`src/include/dac_trim_pkg.sv`:
```
// constants shared by the dither and offset trim register bank
package dac_trim_pkg;

    // ------------------------------------------------------------
    // register indices (byte address is four times the index)
    // ------------------------------------------------------------
    localparam logic [7:0] LEFT_DITHER_A_IDX  = 8'h49; // left dither, high byte
    localparam logic [7:0] LEFT_DITHER_B_IDX  = 8'h4a; // left dither, low byte
    localparam logic [7:0] RIGHT_DITHER_A_IDX = 8'h4b; // right dither, high byte
    localparam logic [7:0] RIGHT_DITHER_B_IDX = 8'h4c; // right dither, low byte
    localparam logic [7:0] LEFT_TRIM_IDX      = 8'h4e; // left output offset trim
    localparam logic [7:0] RIGHT_TRIM_IDX     = 8'h4f; // right output offset trim

    // ------------------------------------------------------------
    // field layout and reset values
    // ------------------------------------------------------------
    localparam int         REG_W          = 8;     // every register is one byte
    localparam int         DITHER_W       = 11;    // q0.11 dither, unit 1/32 fs
    localparam int         DITHER_HI_W    = 3;     // bits taken from the high byte
    localparam int         TRIM_W         = 9;     // negated trim needs one more bit
    localparam int         WORD_SHIFT     = 2;     // byte address to word index
    localparam logic [7:0] REG_RESET      = 8'h00; // all registers clear to zero
    localparam logic [1:0] WORD_ALIGN     = 2'h0;  // low address bits of an aligned word
    localparam int         MIN_ADDR_W     = 9;     // highest index times four fits here
    localparam int         MIN_MOD_W      = 12;    // modulator word must exceed dither

    // ------------------------------------------------------------
    // register selector
    // ------------------------------------------------------------
    typedef enum {
        SEL_NONE,
        SEL_LEFT_DITHER_A,
        SEL_LEFT_DITHER_B,
        SEL_RIGHT_DITHER_A,
        SEL_RIGHT_DITHER_B,
        SEL_LEFT_TRIM,
        SEL_RIGHT_TRIM
    } reg_sel_t;

endpackage : dac_trim_pkg

```
`src/hw/dac_dither_offset_regs.sv`:
```
// apb register bank for secondary dc dither and output offset trim
//
// What this block does
// - left dither byte pair adds to left modulator
// - right dither byte pair adds to right modulator
// - dither is unsigned q0.11, one equals 1/32 fs
// - zero code adds nothing; lsb weighs 2^-11
// - left output offset is negated code over four
// - right offset uses same negated quarter scaling
// - trim code is signed; extremes map negated
//
// only byte lane 0 carries a register.
// a low enable stalls the bus, never drops it.
// trim leaves as a number; volts are analog's job.
// every byte clears to zero on reset.
`timescale 1ns/1ps
`default_nettype none

module dac_dither_offset_regs #(
    parameter int ADDR_W = 12, // apb byte address width
    parameter int MOD_W  = 24  // secondary modulator input width
) (
    // ------------------------------------------------------------
    // clock, reset, enable
    // ------------------------------------------------------------
    input  wire logic                    pclk,            // 100 mhz system clock
    input  wire logic                    presetn,         // async reset, active low
    input  wire logic                    clk_en,          // low freezes all state
    // ------------------------------------------------------------
    // apb slave
    // ------------------------------------------------------------
    input  wire logic                    psel,            // slave select
    input  wire logic                    penable,         // access phase
    input  wire logic                    pwrite,          // write when high
    input  wire logic [ADDR_W-1:0]       paddr,           // byte address
    input  wire logic [31:0]             pwdata,          // write data
    input  wire logic [3:0]              pstrb,           // byte lane strobes
    output logic                         pready,          // transfer completes
    output logic [31:0]                  prdata,          // read data, registered
    output logic                         pslverr,         // unmapped address
    // ------------------------------------------------------------
    // datapath
    // ------------------------------------------------------------
    input  wire logic signed [MOD_W-1:0] left_mod_in,     // left modulator word
    input  wire logic signed [MOD_W-1:0] right_mod_in,    // right modulator word
    output logic signed [MOD_W-1:0]      left_mod_out,    // left word plus dither
    output logic signed [MOD_W-1:0]      right_mod_out,   // right word plus dither
    output logic [10:0]                  left_dither,     // left q0.11 dither
    output logic [10:0]                  right_dither,    // right q0.11 dither
    output logic signed [8:0]            left_offset_qmv, // left offset, quarter mv
    output logic signed [8:0]            right_offset_qmv // right offset, quarter mv
);

    // ------------------------------------------------------------
    // elaboration checks
    // ------------------------------------------------------------
    // both checks stop elaboration early
    // a wider bus just leaves space unmapped
    // the highest register index times four must be addressable
    if (ADDR_W < dac_trim_pkg::MIN_ADDR_W) begin : g_bad_addr_w
        $error("ADDR_W too small for the register map");
    end
    // dither must sit strictly below the sign bit of the modulator word
    if (MOD_W < dac_trim_pkg::MIN_MOD_W) begin : g_bad_mod_w
        $error("MOD_W too small to carry the dither");
    end

    // ------------------------------------------------------------
    // functions
    // ------------------------------------------------------------
    // compare a byte address with a register index
    // low address bits must be zero to match
    function automatic logic addr_hits(input logic [ADDR_W-1:0] addr, input logic [7:0] idx);
        logic [ADDR_W-1:0] want; // byte address of the index
        want = ADDR_W'({idx, dac_trim_pkg::WORD_ALIGN});
        return addr == want;
    endfunction : addr_hits

    // join the byte pair, high byte at the lower address
    // high byte bits 7:3 are kept but unused
    function automatic logic [10:0] join_dither(input logic [7:0] hi, input logic [7:0] lo);
        return {hi[dac_trim_pkg::DITHER_HI_W-1:0], lo};
    endfunction : join_dither

    // add the unsigned dither into the low bits, clamp at positive full scale
    function automatic logic signed [MOD_W-1:0] add_dither(
        input logic signed [MOD_W-1:0] word,
        input logic [10:0]             dith
    );
        logic signed [MOD_W:0] wide; // one guard bit against overflow
        // unsigned dither: zero-extended, never sign-extended
        wide = {word[MOD_W-1], word} + (MOD_W+1)'(dith);
        // a positive addend can only overflow upward; clamp rather than wrap,
        // since a wrap would throw the modulator from full positive to full negative
        if (wide[MOD_W] != wide[MOD_W-1]) begin
            return {1'b0, {(MOD_W-1){1'b1}}};
        end else begin
            return wide[MOD_W-1:0];
        end
    endfunction : add_dither

    // negate the signed trim code; needs nine bits so that 0x80 becomes +128
    // eight bits would wrap that code onto itself
    function automatic logic signed [8:0] negate_trim(input logic [7:0] code);
        logic signed [8:0] ext; // sign-extended code
        ext = {code[7], code};
        return -ext;
    endfunction : negate_trim

    // ------------------------------------------------------------
    // address decode
    // ------------------------------------------------------------
    dac_trim_pkg::reg_sel_t sel;        // register addressed by paddr
    logic                   setup_ph;   // first cycle of a transfer
    logic                   access_ph;  // second and later cycles
    logic                   wr_take;    // a write takes effect now
    logic                   answer_ok;  // read word and error captured

    // decode is shared by read capture, write enable and error
    // misaligned addresses fall into the error path
    always_comb begin
        sel = dac_trim_pkg::SEL_NONE;
        if (addr_hits(paddr, dac_trim_pkg::LEFT_DITHER_A_IDX)) begin
            sel = dac_trim_pkg::SEL_LEFT_DITHER_A;
        end else if (addr_hits(paddr, dac_trim_pkg::LEFT_DITHER_B_IDX)) begin
            sel = dac_trim_pkg::SEL_LEFT_DITHER_B;
        end else if (addr_hits(paddr, dac_trim_pkg::RIGHT_DITHER_A_IDX)) begin
            sel = dac_trim_pkg::SEL_RIGHT_DITHER_A;
        end else if (addr_hits(paddr, dac_trim_pkg::RIGHT_DITHER_B_IDX)) begin
            sel = dac_trim_pkg::SEL_RIGHT_DITHER_B;
        end else if (addr_hits(paddr, dac_trim_pkg::LEFT_TRIM_IDX)) begin
            sel = dac_trim_pkg::SEL_LEFT_TRIM;
        end else if (addr_hits(paddr, dac_trim_pkg::RIGHT_TRIM_IDX)) begin
            sel = dac_trim_pkg::SEL_RIGHT_TRIM;
        end
    end

    // phases of the apb transfer
    assign setup_ph  = psel & ~penable;
    assign access_ph = psel & penable;
    // ready waits for the captured answer: a frozen block holds the access
    // phase open instead of losing the write or showing a stale read word
    assign pready    = clk_en & answer_ok;
    // writes land only on the completing edge of a mapped, lane-0 access
    assign wr_take   = access_ph & pready & pwrite & pstrb[0] & (sel != dac_trim_pkg::SEL_NONE);

    // ------------------------------------------------------------
    // register file
    // ------------------------------------------------------------
    logic [7:0] left_dither_a;       // left dither high byte
    logic [7:0] left_dither_b;       // left dither low byte
    logic [7:0] right_dither_a;      // right dither high byte
    logic [7:0] right_dither_b;      // right dither low byte
    logic [7:0] left_trim;           // left output offset trim
    logic [7:0] right_trim;          // right output offset trim
    logic [7:0] next_left_dither_a;  // next left high byte
    logic [7:0] next_left_dither_b;  // next left low byte
    logic [7:0] next_right_dither_a; // next right high byte
    logic [7:0] next_right_dither_b; // next right low byte
    logic [7:0] next_left_trim;      // next left trim
    logic [7:0] next_right_trim;     // next right trim

    // software writes; all six are plain read/write bytes
    // lanes 1 to 3 of the write word are ignored
    always_comb begin
        next_left_dither_a  = left_dither_a;
        next_left_dither_b  = left_dither_b;
        next_right_dither_a = right_dither_a;
        next_right_dither_b = right_dither_b;
        next_left_trim      = left_trim;
        next_right_trim     = right_trim;
        if (wr_take) begin
            unique case (sel)
                dac_trim_pkg::SEL_LEFT_DITHER_A:  next_left_dither_a  = pwdata[7:0];
                dac_trim_pkg::SEL_LEFT_DITHER_B:  next_left_dither_b  = pwdata[7:0];
                dac_trim_pkg::SEL_RIGHT_DITHER_A: next_right_dither_a = pwdata[7:0];
                dac_trim_pkg::SEL_RIGHT_DITHER_B: next_right_dither_b = pwdata[7:0];
                dac_trim_pkg::SEL_LEFT_TRIM:      next_left_trim      = pwdata[7:0];
                dac_trim_pkg::SEL_RIGHT_TRIM:     next_right_trim     = pwdata[7:0];
                dac_trim_pkg::SEL_NONE:           next_left_trim      = left_trim;
            endcase
        end
    end

    // register the bytes; reset clears everything
    // a low enable freezes every byte
    always_ff @(posedge pclk or negedge presetn) begin
        if (!presetn) begin
            left_dither_a  <= dac_trim_pkg::REG_RESET;
            left_dither_b  <= dac_trim_pkg::REG_RESET;
            right_dither_a <= dac_trim_pkg::REG_RESET;
            right_dither_b <= dac_trim_pkg::REG_RESET;
            left_trim      <= dac_trim_pkg::REG_RESET;
            right_trim     <= dac_trim_pkg::REG_RESET;
        end else if (clk_en) begin
            left_dither_a  <= next_left_dither_a;
            left_dither_b  <= next_left_dither_b;
            right_dither_a <= next_right_dither_a;
            right_dither_b <= next_right_dither_b;
            left_trim      <= next_left_trim;
            right_trim     <= next_right_trim;
        end
    end

    // ------------------------------------------------------------
    // read data and error capture
    // ------------------------------------------------------------
    logic [31:0] next_prdata;  // read word for this address
    logic        next_pslverr; // error for this address
    logic        next_answer_ok; // next capture state

    // captured in the setup cycle, or in the first enabled access cycle when
    // the enable was low at the setup edge; the write of this transfer cannot
    // land before its completing edge, so the captured word is never stale
    always_comb begin
        next_prdata    = prdata;
        next_pslverr   = pslverr;
        next_answer_ok = answer_ok;
        if (!psel) begin
            // idle: error only stands during its own transfer
            next_pslverr   = 1'b0;
            next_answer_ok = 1'b0;
        end else if (setup_ph || !answer_ok) begin
            // fresh transfer, or a capture missed while frozen
            next_prdata    = '0;
            next_pslverr   = 1'b0;
            next_answer_ok = 1'b1;
            unique case (sel)
                dac_trim_pkg::SEL_LEFT_DITHER_A:  next_prdata[7:0] = left_dither_a;
                dac_trim_pkg::SEL_LEFT_DITHER_B:  next_prdata[7:0] = left_dither_b;
                dac_trim_pkg::SEL_RIGHT_DITHER_A: next_prdata[7:0] = right_dither_a;
                dac_trim_pkg::SEL_RIGHT_DITHER_B: next_prdata[7:0] = right_dither_b;
                dac_trim_pkg::SEL_LEFT_TRIM:      next_prdata[7:0] = left_trim;
                dac_trim_pkg::SEL_RIGHT_TRIM:     next_prdata[7:0] = right_trim;
                // unmapped: read zero and flag the error
                dac_trim_pkg::SEL_NONE:           next_pslverr     = 1'b1;
            endcase
        end else begin
            // completing edge: next transfer captures afresh
            next_answer_ok = 1'b0;
        end
    end

    // register the answer; no capture pending out of reset
    always_ff @(posedge pclk or negedge presetn) begin
        if (!presetn) begin
            prdata    <= '0;
            pslverr   <= 1'b0;
            answer_ok <= 1'b0;
        end else if (clk_en) begin
            prdata    <= next_prdata;
            pslverr   <= next_pslverr;
            answer_ok <= next_answer_ok;
        end
    end

    // ------------------------------------------------------------
    // datapath: dither sum and offset trim
    // ------------------------------------------------------------
    logic signed [MOD_W-1:0] next_left_mod_out;      // left sum
    logic signed [MOD_W-1:0] next_right_mod_out;     // right sum
    logic [10:0]             next_left_dither;       // left joined dither
    logic [10:0]             next_right_dither;      // right joined dither
    logic signed [8:0]       next_left_offset_qmv;   // left negated trim
    logic signed [8:0]       next_right_offset_qmv;  // right negated trim

    // sums clamp, never wrap, at full scale
    // one cycle of latency; sums use the dither already in force,
    // so a new dither value reaches the sum two cycles after its write
    always_comb begin
        next_left_dither      = join_dither(left_dither_a, left_dither_b);
        next_right_dither     = join_dither(right_dither_a, right_dither_b);
        next_left_mod_out     = add_dither(left_mod_in, left_dither);
        next_right_mod_out    = add_dither(right_mod_in, right_dither);
        next_left_offset_qmv  = negate_trim(left_trim);
        next_right_offset_qmv = negate_trim(right_trim);
    end

    // register the datapath outputs
    // cleared so the modulator starts undithered
    // a low enable holds the sums as well
    always_ff @(posedge pclk or negedge presetn) begin
        if (!presetn) begin
            left_mod_out     <= '0;
            right_mod_out    <= '0;
            left_dither      <= '0;
            right_dither     <= '0;
            left_offset_qmv  <= '0;
            right_offset_qmv <= '0;
        end else if (clk_en) begin
            left_mod_out     <= next_left_mod_out;
            right_mod_out    <= next_right_mod_out;
            left_dither      <= next_left_dither;
            right_dither     <= next_right_dither;
            left_offset_qmv  <= next_left_offset_qmv;
            right_offset_qmv <= next_right_offset_qmv;
        end
    end

endmodule : dac_dither_offset_regs

`default_nettype wire

```
`config.mk`:
```
export PLATFORM = sky130hd
export DESIGN_NAME = dac_dither_offset_regs
export DESIGN_NICKNAME = d
export VERILOG_FILES = /design/src/include/dac_trim_pkg.sv /design/src/hw/dac_dither_offset_regs.sv
export SDC_FILE = /design/constraint.sdc
export NUM_CORES = 1
export LEC_CHECK = 0
export BUFFER_PORTS_ARGS = -buffer_cell sky130_fd_sc_hd__buf_2
export CAP_MARGIN = 20
export CORE_MARGIN = 2
export CORE_UTILIZATION = 30
export CTS_CLUSTER_DIAMETER = 80
export DETAILED_ROUTE_END_ITERATION = 7
export PLACE_DENSITY = 0.57
export SLEW_MARGIN = 30
export SYNTH_ARGS = -nofsm -noshare
export SYNTH_HDL_FRONTEND = slang
export SYNTH_SLANG_ARGS = --single-unit
```
`constraint.sdc`:
```
create_clock -name pclk -period 4.5 [get_ports pclk]
set_clock_uncertainty 0.2 [all_clocks]
set_input_delay 0.225 -clock pclk [delete_from_list [all_inputs] [get_ports pclk]]
set_output_delay 0.225 -clock pclk [all_outputs]
set_load 0.03 [all_outputs]
```
==> metrics, run 1 <==
status=finished, final reports clean; CTS tree=built; clk slew on worst S/H paths=70 ps; initial antenna violation count=2; Post-DP HPWL=16300 um; adder-cell share of the synthesized area=0.0470; Ports=224; vias in the first global route=6137; Synth Cell Area=7770 um2; Post-Synth Simple-Gate Area=0.118; vias post-DR=6306; Fin. Hold Viols=0; CP Data Required Time=4610 ps; Tcrit/Tclk final=0.948; Worst EP arrival=4380 ps; post-synthesis register bit count=146; Total GRT Usage=0.163; CTS Sinks=146; # placed instances=1207; number of synthesized flops with an enable pin=0; XOR/XNOR share of the synthesized area=0.0541; crit path capture type=register; MaxCap Viol Count=0; Overall Power=3.23 mW; setup repair bufs after CTS=0; final wirelength=22200 um; Final TNS setup=0 ps; largest net degree at the start of global routing=85; hold_ws=23.1 ps; min cycle time layout=4270 ps; Pre-antenna DRT Iters=4; die width=165 um; register area share after synthesis=0.470; Async SR Flop Fraction=1.00; Syn Area/Cell=10.8 um2; Least-Margin Pin Slew=990 ps; Yosys cell types=57; Die ar.=27200 um2; die height=165 um; Post-Synthesis Cells=723; compound-cell area share of the yosys netlist=0.118; setup violators final=0; Post-synth top flop=dfrtp_1; fin util=0.389; Root Buffer Master=clkbuf_16; antenna-violating nets left=0; non-filler cells, final=1275; mux cell area share after synthesis=0.149; Initial Util=0.307; P&R area growth vs syn=26.6%; latest clock arrival within the worst-skew pair=430 ps; hold_sp=left_mod_in[0]; VDD IR max=188 uV; LEAKAGE=4.46 nW; CTS max path bufs=2; CTS H-Tree Depth=4; Ys Warns=0; Num CTS Buffers=17; f_max=234 MHz; startpoint types=register; Initial DRC Count=492; worst r2r src=right_dither[0]; routability cong.=0.894; worst-path maximum fanout=9; Crit. Startpoint=right_dither[0]; CORE AREA=25300 um2; wire per inst=17.4 um; RSZ-0062 raised after global routing=false; DRC Markers=0; share of layout cells above drive strength 1=0.328; grt total ovfl=0; Slew HR=0.335; Worst Hold Class=input port to register; vias per cell=4.95; Std-Cell Rows=58; largest family of logic cells by synthesized area=multiplexers; Slew Limit Fails=0; first-pass GRT wire length=34100 um; pwr dens=328 nW/um2; final net count=1060; IO Port Bufs=172; critical path class=register to register
## cell usage after synthesis (16+ instances only)
library cell | count | area [um2]
xor2_1 | 17 | 149
buf_4 | 24 | 180
nor2_1 | 76 | 285
nor3_1 | 18 | 90.1
nand2_1 | 35 | 131
ha_1 | 26 | 325
o21ai_0 | 28 | 140
clkbuf_1 | 18 | 67.6
dfrtp_1 | 146 | 3650
xnor2_1 | 31 | 272
mux2i_1 | 16 | 160
a21oi_1 | 50 | 250
mux2_2 | 78 | 878
## cells in the final DEF (no fill, tap or decap), types with 6 or more instances in the layout
master | netlist | routed
o22ai_1 | 7 | 7
mux2i_1 | 16 | 16
dfrtp_1 | 146 | 146
nand3_1 | 14 | 14
nand2_1 | 35 | 35
and3_1 | 6 | 6
a211oi_1 | 11 | 11
nor3_1 | 18 | 17
buf_4 | 24 | 11
mux2_4 | 8 | 8
dlygate4sd3_1 | 0 | 34
a221oi_1 | 8 | 8
a21oi_1 | 50 | 50
conb_1 | 1 | 24
inv_1 | 11 | 11
a31oi_1 | 8 | 8
mux2_2 | 78 | 78
a21o_1 | 7 | 7
buf_2 | 0 | 170
clkbuf_16 | 0 | 17
nor2_1 | 76 | 76
xor2_1 | 17 | 17
ha_1 | 26 | 26
xnor2_1 | 31 | 31
o21ai_0 | 28 | 28
## per-layer routing
layer	wire length [um]	GRT usage
met1	10500	0.222
met2	10000	0.260
met3	1260	0.0344
met4	423	0.0534
met5	0	0
## area by class of cell
type	count	area, um2
clock inverters	14	145
diodes	2	5.00
flip-flops and latches	146	3650
clock buffers	18	429
fillers	2556	15500
inverters	12	45.0
repair buffers	216	1280
well taps	330	413
multi-input cells	537	3870
## sequential cells by signal, summed over array words and instances, names as in the netlist, 9 cells and up
| name | cells |
|---|---|
| left_dither | 11 |
| right_mod_out | 24 |
| right_dither | 11 |
| left_offset_qmv | 9 |
| left_mod_out | 24 |
| right_offset_qmv | 9 |
## what timing repair did
item                                   CTS  global route
gates resized for setup                  0             1
setup endpoints to repair                0             1
endpoints found under the hold margin  152             0
hold buffers                            34             0
## final timing paths
kind / slack, ps / depth (start not counted) / endpoint
hold / removal: 20 / 4 / left_mod_out[0]
min in group asynchronous: 210 / 2 / left_offset_qmv[4]
setup / recovery: 230 / 13 / right_mod_out[12]
hold reg to reg: 280 / 2 / prdata[6]
setup reg to reg: 230 / 13 / right_mod_out[12]
max in group asynchronous: 2890 / 3 / left_mod_out[3]
## logic make-up (layout without fill, tap and decap cells)
group                    Yosys count  in the layout
adder cells (fa/ha/maj)           28             28
AO/OA/AOI/OAI                    147            147
flip-flops                       146            146
AND/OR/NAND/NOR                  188            188
multiplexers                     102            102
buffers and inverters             63            260
XOR/XNOR                          48             48
other                              1             26
## worst max-delay path, cell delays in order (launching register included)
cell,delay [ps]
dfrtp_1,390
ha_1,230
fa_1,420
a21o_1,190
o21ai_0,270
a31oi_1,220
a221oi_1,440
o21a_1,170
ha_1,280
clkinv_1,200
nand2_1,210
o32ai_1,300
nor3_1,70
dlygate4sd3_1,560
## metrics by stage
stage,setup slack (ps),cell area [um2]
3_3_place_gp,756,8920
3_5_place_dp,685,8920
6_report,234,9850
5_1_grt,6.61,9840
4_1_cts,210,9840
2_1_floorplan,757,7860
## where the power goes
group | leakage [nW] | total, mW | internal [mW] | switching, mW
sequential | 1.76 | 1.38 | 1.36 | 0.0244
clock | 0.272 | 1.41 | 0.779 | 0.631
combinational | 2.43 | 0.438 | 0.139 | 0.299
(Power assumes the default switching activity.)
==> run 2, diff against run 1 <==
MAX_ROUTING_LAYER = met4   (was unset)
==> run 2 against run 1 <==
  * Fmax grew 2.1%
  * Clock-buffer cell count grew 2
  * Via count shrank 1.7%
  * Die area is the same
  * Critical path depth is the same
  * Worst setup slack gained 87 ps
  * Largest power group unchanged
==> metrics, run 2 (synthesis results as in run 1) <==
fillers=2537 (was 2556); Std-Cell Rows=58 (unchanged); vias post-DR=6200 (was 6306); CTS H-Tree Depth=4 (unchanged); commonest non-fill, non-tap cells in the layout=buf_2 (170), dfrtp_1 (146), mux2_2 (78) (unchanged); CP max stage delay=570 ps (was 560 ps); CP dominant cell by count=ha_1 (unchanged); CTS tree=built (unchanged); Worst path slowest cell=dlygate4sd3_1 (unchanged); grt total ovfl=0 (unchanged); status=finished, final reports clean (unchanged); pwr dens=334 nW/um2 (was 328 nW/um2); Root Buffer Master=clkbuf_16 (unchanged); largest net degree at the start of global routing=58 (was 85); NetSw=0.907 mW (was 0.955 mW); startpoint types=register (unchanged); vias in the first global route=6072 (was 6137); Least-Margin Pin Slew=698 ps (was 990 ps); routability cong.=0.925 (was 0.894); Post-DP HPWL=16100 um (was 16300 um); worst-path maximum fanout=9 (unchanged); first-pass GRT wire length=33800 um (was 34100 um); Die ar.=27200 um2 (unchanged); CP Data Required Time=4600 ps (was 4610 ps); latest clock arrival within the worst-skew pair=420 ps (was 430 ps); sw frac=0.274 (was 0.296); IO Port Bufs=172 (unchanged); CTS Sinks=146 (unchanged); Pre-antenna DRT Iters=4 (unchanged); share of layout cells above drive strength 1=0.329 (was 0.328); RSZ-0062 raised after global routing=false (unchanged); final wirelength=22000 um (was 22200 um); antenna-violating nets left=0 (unchanged); Slew Limit Fails=0 (unchanged); Regs by FF count=left_mod_out: 24 flops, right_mod_out: 24 flops (unchanged); cell family with most CP delay=compound AO/OA/AOI/OAI gates (unchanged); crit path capture type=register (unchanged); CORE AREA=25300 um2 (unchanged); Pint=2.40 mW (was 2.28 mW); P&R area growth vs syn=27.2% (was 26.6%); Tcrit/Tclk final=0.929 (was 0.948); clk slew on worst S/H paths=60 ps (was 70 ps); die width=165 um (unchanged); final net count=1060 (unchanged); MaxCap Viol Count=0 (unchanged); Worst EP arrival=4280 ps (was 4380 ps); Num CTS Buffers=17 (unchanged); Final TNS setup=0 ps (unchanged); critical path class=register to register (unchanged); critical-path cell list=ha_1 > fa_1 > a21o_1 > o21ai_0 > a31oi_1 > a221oi_1 > o21a_1 > ha_1 > clkinv_1 > nand2_1 > o32ai_1 > nor3_1 > dlygate4sd3_1 (unchanged); power share of the clock group=0.450 (was 0.436); VDD IR max=180 uV (was 188 uV); Gate power share=0.131 (was 0.136); Slew HR=0.535 (was 0.335); die height=165 um (unchanged); sequential power share=0.418 (was 0.428); vias per cell=4.86 (was 4.95); fin util=0.391 (was 0.389); initial antenna violation count=3 (was 2); Initial Util=0.307 (unchanged); setup violators final=0 (unchanged); LEAKAGE=4.48 nW (was 4.46 nW); Total GRT Usage=0.169 (was 0.163); most common cell after layout, fill and taps aside=buf_2 (unchanged); f_max=239 MHz (was 234 MHz); Worst Hold Class=input port to register (unchanged); Fin. Hold Viols=0 (unchanged); DRC Markers=0 (unchanged); CTS max path bufs=2 (unchanged); buffers and inverters on the worst path=2 (unchanged); min cycle time layout=4180 ps (was 4270 ps); wire per inst=17.2 um (was 17.4 um); Initial DRC Count=335 (was 492); Ports=224 (unchanged)
==> run 2: changes by cell type in the layout (fill, tap and decap cells not counted), sizes merged <==
cell,previous run,this run
clkbuf,18,20
clkinv,5,7
diode,2,3
bufinv,1,3
clkinvlp,3,2
inv,17,12
==> run 2: layer usage <==
layer  vias to the layer above  GRT usage  wire length, um
li1                       3014          -                -
met1                      2973      0.218            10300
met2                       189      0.265            10200
met3                        24     0.0334             1150
met4                         0     0.0577              390
met5                         -          -                0
==> run 2: layout make-up <==
| cell class | instances | area (um2) | area share |
|---|---|---|---|
| Multi-Input combinational cell | 537 | 3880 | 0.392 |
| Clock buffer | 20 | 457 | 0.0462 |
| Clock inverter | 12 | 155 | 0.0157 |
| Sequential cell | 146 | 3650 | 0.369 |
| Timing Repair Buffer | 216 | 1280 | 0.130 |
| Antenna cell | 3 | 7.51 | 0.000759 |
| Tap cell | 330 | 413 | 0.0417 |
| Inverter | 12 | 45.0 | 0.00455 |
==> run 2: repair_timing <==
action,CTS,global route
hold buffers,34,0
buffers inserted,0,0
resized for setup,0,1
setup endpoints to repair,0,1
endpoints found under the hold margin,122,0
==> run 2: path summary, 6_finish.rpt <==
path,slack (ps),cells after the start,start,end
min in group asynchronous,90,2,presetn,left_offset_qmv[5]
max,320,13,right_dither[0],right_mod_out[12]
max reg2reg,320,13,right_dither[0],right_mod_out[12]
max in group asynchronous,2880,3,presetn,right_mod_out[20]
min,20,3,right_mod_in[14],right_mod_out[14]
min reg2reg,270,2,prdata[2],prdata[2]
==> run 2: stage by stage <==
stage                     cells  setup WS (ps)  cell area [um2]  hold slack (ps)  total power, mW
after floorplan             746            757             7860             -271             1.66
after global placement     1207            741             8920             8.24             1.82
after detailed placement   1207            734             8920             12.0             1.82
after CTS                  1273            257             9870             2.18             3.36
after global routing       1276           50.8             9890             52.6             3.46
final                      1276            321             9890             21.9             3.31
==> run 2: power by group through the flow <==
| stage | Combinational, mW | Clock (mW) | Sequential (mW) |
|---|---|---|---|
| after global routing | 0.475 | 1.59 | 1.39 |
| final | 0.435 | 1.49 | 1.38 |
| after global placement | 0.414 | 0 | 1.41 |
| after detailed placement | 0.415 | 0 | 1.41 |
| after floorplan | 0.167 | 0 | 1.50 |
| after CTS | 0.440 | 1.54 | 1.38 |
==> run 2: tightest hold or removal path, cell delays in order <==
cell and delay (ps):
buf_2 150, nor3b_1 60, nor3_1 150
==> run 3, diff against run 2 <==
CTS_BUF_LIST = sky130_fd_sc_hd__clkbuf_2   (was unset)
==> run 3 against run 2 <==
  * Sequential share of layout area shrank 3.1 points
  * Fmax shrank 3.6%
  * Utilization grew 3.5 points
==> metrics, run 3 (synthesis results as in run 1) <==
Post-DP HPWL=16100 um (unchanged); worst-path maximum fanout=10 (was 9); placed instance area=8920 um2 (unchanged); CTS max path bufs=2 (unchanged); initial antenna violation count=0 (was 3); largest net degree at the start of global routing=58 (unchanged); P&R area growth vs syn=38.8% (was 27.2%); vias per cell=4.83 (was 4.86); Worst EP arrival=4780 ps (was 4280 ps); CTS H-Tree Depth=4 (unchanged); first-pass GRT wire length=36500 um (was 33800 um); Tcrit/Tclk final=0.964 (was 0.929); vias in the first global route=6751 (was 6072); critical path class=input port to register (was register to register); Ports=224 (unchanged); most common cell after layout, fill and taps aside=buf_2 (unchanged); die height=165 um (unchanged); RSZ-0062 raised after global routing=false (unchanged); crit path capture type=register (unchanged); antenna-violating nets left=0 (unchanged); VDD IR max=99.9 uV (was 180 uV); Least-Margin Pin Slew=705 ps (was 698 ps); min cycle time layout=4340 ps (was 4180 ps); pwr dens=256 nW/um2 (was 334 nW/um2); final wirelength=23500 um (was 22000 um); CTS Sinks=146 (unchanged); wire per inst=16.8 um (was 17.2 um); Root Buffer Master=clkbuf_2 (was clkbuf_16); Initial Util=0.307 (unchanged); Slew Limit Fails=0 (unchanged); die width=165 um (unchanged); startpoint types=input port (was register); grt total ovfl=0 (unchanged); Die ar.=27200 um2 (unchanged); Initial DRC Count=454 (was 335); Std-Cell Rows=58 (unchanged); DRC Markers=0 (unchanged); f_max=231 MHz (was 239 MHz); commonest non-fill, non-tap cells in the layout=buf_2 (170), dlygate4sd3_1 (157), dfrtp_1 (146) (was buf_2 (170), dfrtp_1 (146), mux2_2 (78)); number of antenna diodes=0 (was 3); Worst Hold Class=input port to register (unchanged); vias post-DR=6750 (was 6200); Fin. Hold Viols=0 (unchanged); IO Port Bufs=172 (unchanged); final net count=1184 (was 1060); worst reg2reg path depth=13 (unchanged); Regs by FF count=left_mod_out: 24 flops, right_mod_out: 24 flops (unchanged); LEAKAGE=4.79 nW (was 4.48 nW); routability cong.=0.925 (unchanged); CP Data Required Time=4940 ps (was 4600 ps); status=finished, final reports clean (unchanged); CORE AREA=25300 um2 (unchanged); Num CTS Buffers=17 (unchanged); fin util=0.426 (was 0.391); setup violators final=0 (unchanged); Pre-antenna DRT Iters=4 (unchanged); WHS Path Cells=6 (was 3); Slew HR=0.530 (was 0.535); Total GRT Usage=0.180 (was 0.169); CTS tree=built (unchanged); share of layout cells above drive strength 1=0.292 (was 0.329); latest clock arrival within the worst-skew pair=720 ps (was 420 ps); MaxCap Viol Count=0 (unchanged); fillers=2488 (was 2537); post-route cell area=10800 um2 (was 9890 um2); clk slew on worst S/H paths=220 ps (was 60 ps); Final TNS setup=0 ps (unchanged)
## run 3: cell types whose count changed in the layout (fill, tap and decap cells not counted)
cell	delta
diode_2	-3
clkbuf_16	-17
clkbuf_8	-2
dlygate4sd3_1	+123
nand2_1	-1
clkbuf_2	+18
clkbuf_1	-1
nand2_2	+1
clkinvlp_4	+1
buf_16	+1
clkinv_1	+1
## run 3: area by class of cell
| class | count | area (um2) | area share |
|---|---|---|---|
| clock buffers | 18 | 90.1 | 0.00835 |
| clock inverters | 14 | 163 | 0.0151 |
| inverters | 12 | 48.8 | 0.00452 |
| multi-input cells | 537 | 3880 | 0.359 |
| flip-flops and latches | 146 | 3650 | 0.339 |
| well taps | 330 | 413 | 0.0383 |
| repair buffers | 340 | 2540 | 0.236 |
## run 3: per-layer routing
metal  GRT usage  share of wire
met3      0.0352          0.053
met2       0.284           0.46
met1       0.236           0.46
met4      0.0530          0.023
met5           -              0
## run 3: worst paths after layout
kind | start | endpoint | slack, ps
min in group asynchronous | presetn | left_offset_qmv[5] | 360
worst min-delay path | paddr[7] | prdata[0] | 140
worst min register to register | prdata[2] | prdata[2] | 310
worst max-delay path | paddr[9] | right_trim[0] | 160
worst max register to register | left_dither[0] | left_mod_out[0] | 310
max in group asynchronous | presetn | right_dither[3] | 3050
## run 3: metrics by stage
step	instances	setup slack [ps]	total power [mW]	hold WS, ps
after floorplan	746	757	1.66	-271
after CTS	1396	118	2.80	11.5
final	1397	164	2.77	140
after global routing	1397	8.15	2.92	57.9
after global placement	1207	741	1.82	8.24
after detailed placement	1207	734	1.82	12.0
## run 3: worst max-delay path, cell delays in order
cell           delay, ps
dlygate4sd3_1        540
buf_2                120
or4b_1               580
dlygate4sd3_1        610
nor3_1               460
nand3_1              420
nor2_2               500
nand2_1               90
dlygate4sd3_1        560
o21ai_0               80
dlygate4sd3_1        570
## run 3: power breakdown
group          switching (mW)  total (mW)  internal [mW]
logic                   0.321       0.550          0.229
registers              0.0260        1.39           1.36
clock network           0.521       0.831          0.310
total                   0.868        2.77           1.90
## run 3: timing repair
| item | 4_1_cts | 5_1_grt |
|---|---|---|
| resized for setup | 0 | 3 |
| endpoints found under the hold margin | 250 | 1 |
| endpoints found under the setup margin | 0 | 2 |
| buffers inserted | 0 | 0 |
| hold buffers | 157 | 1 |
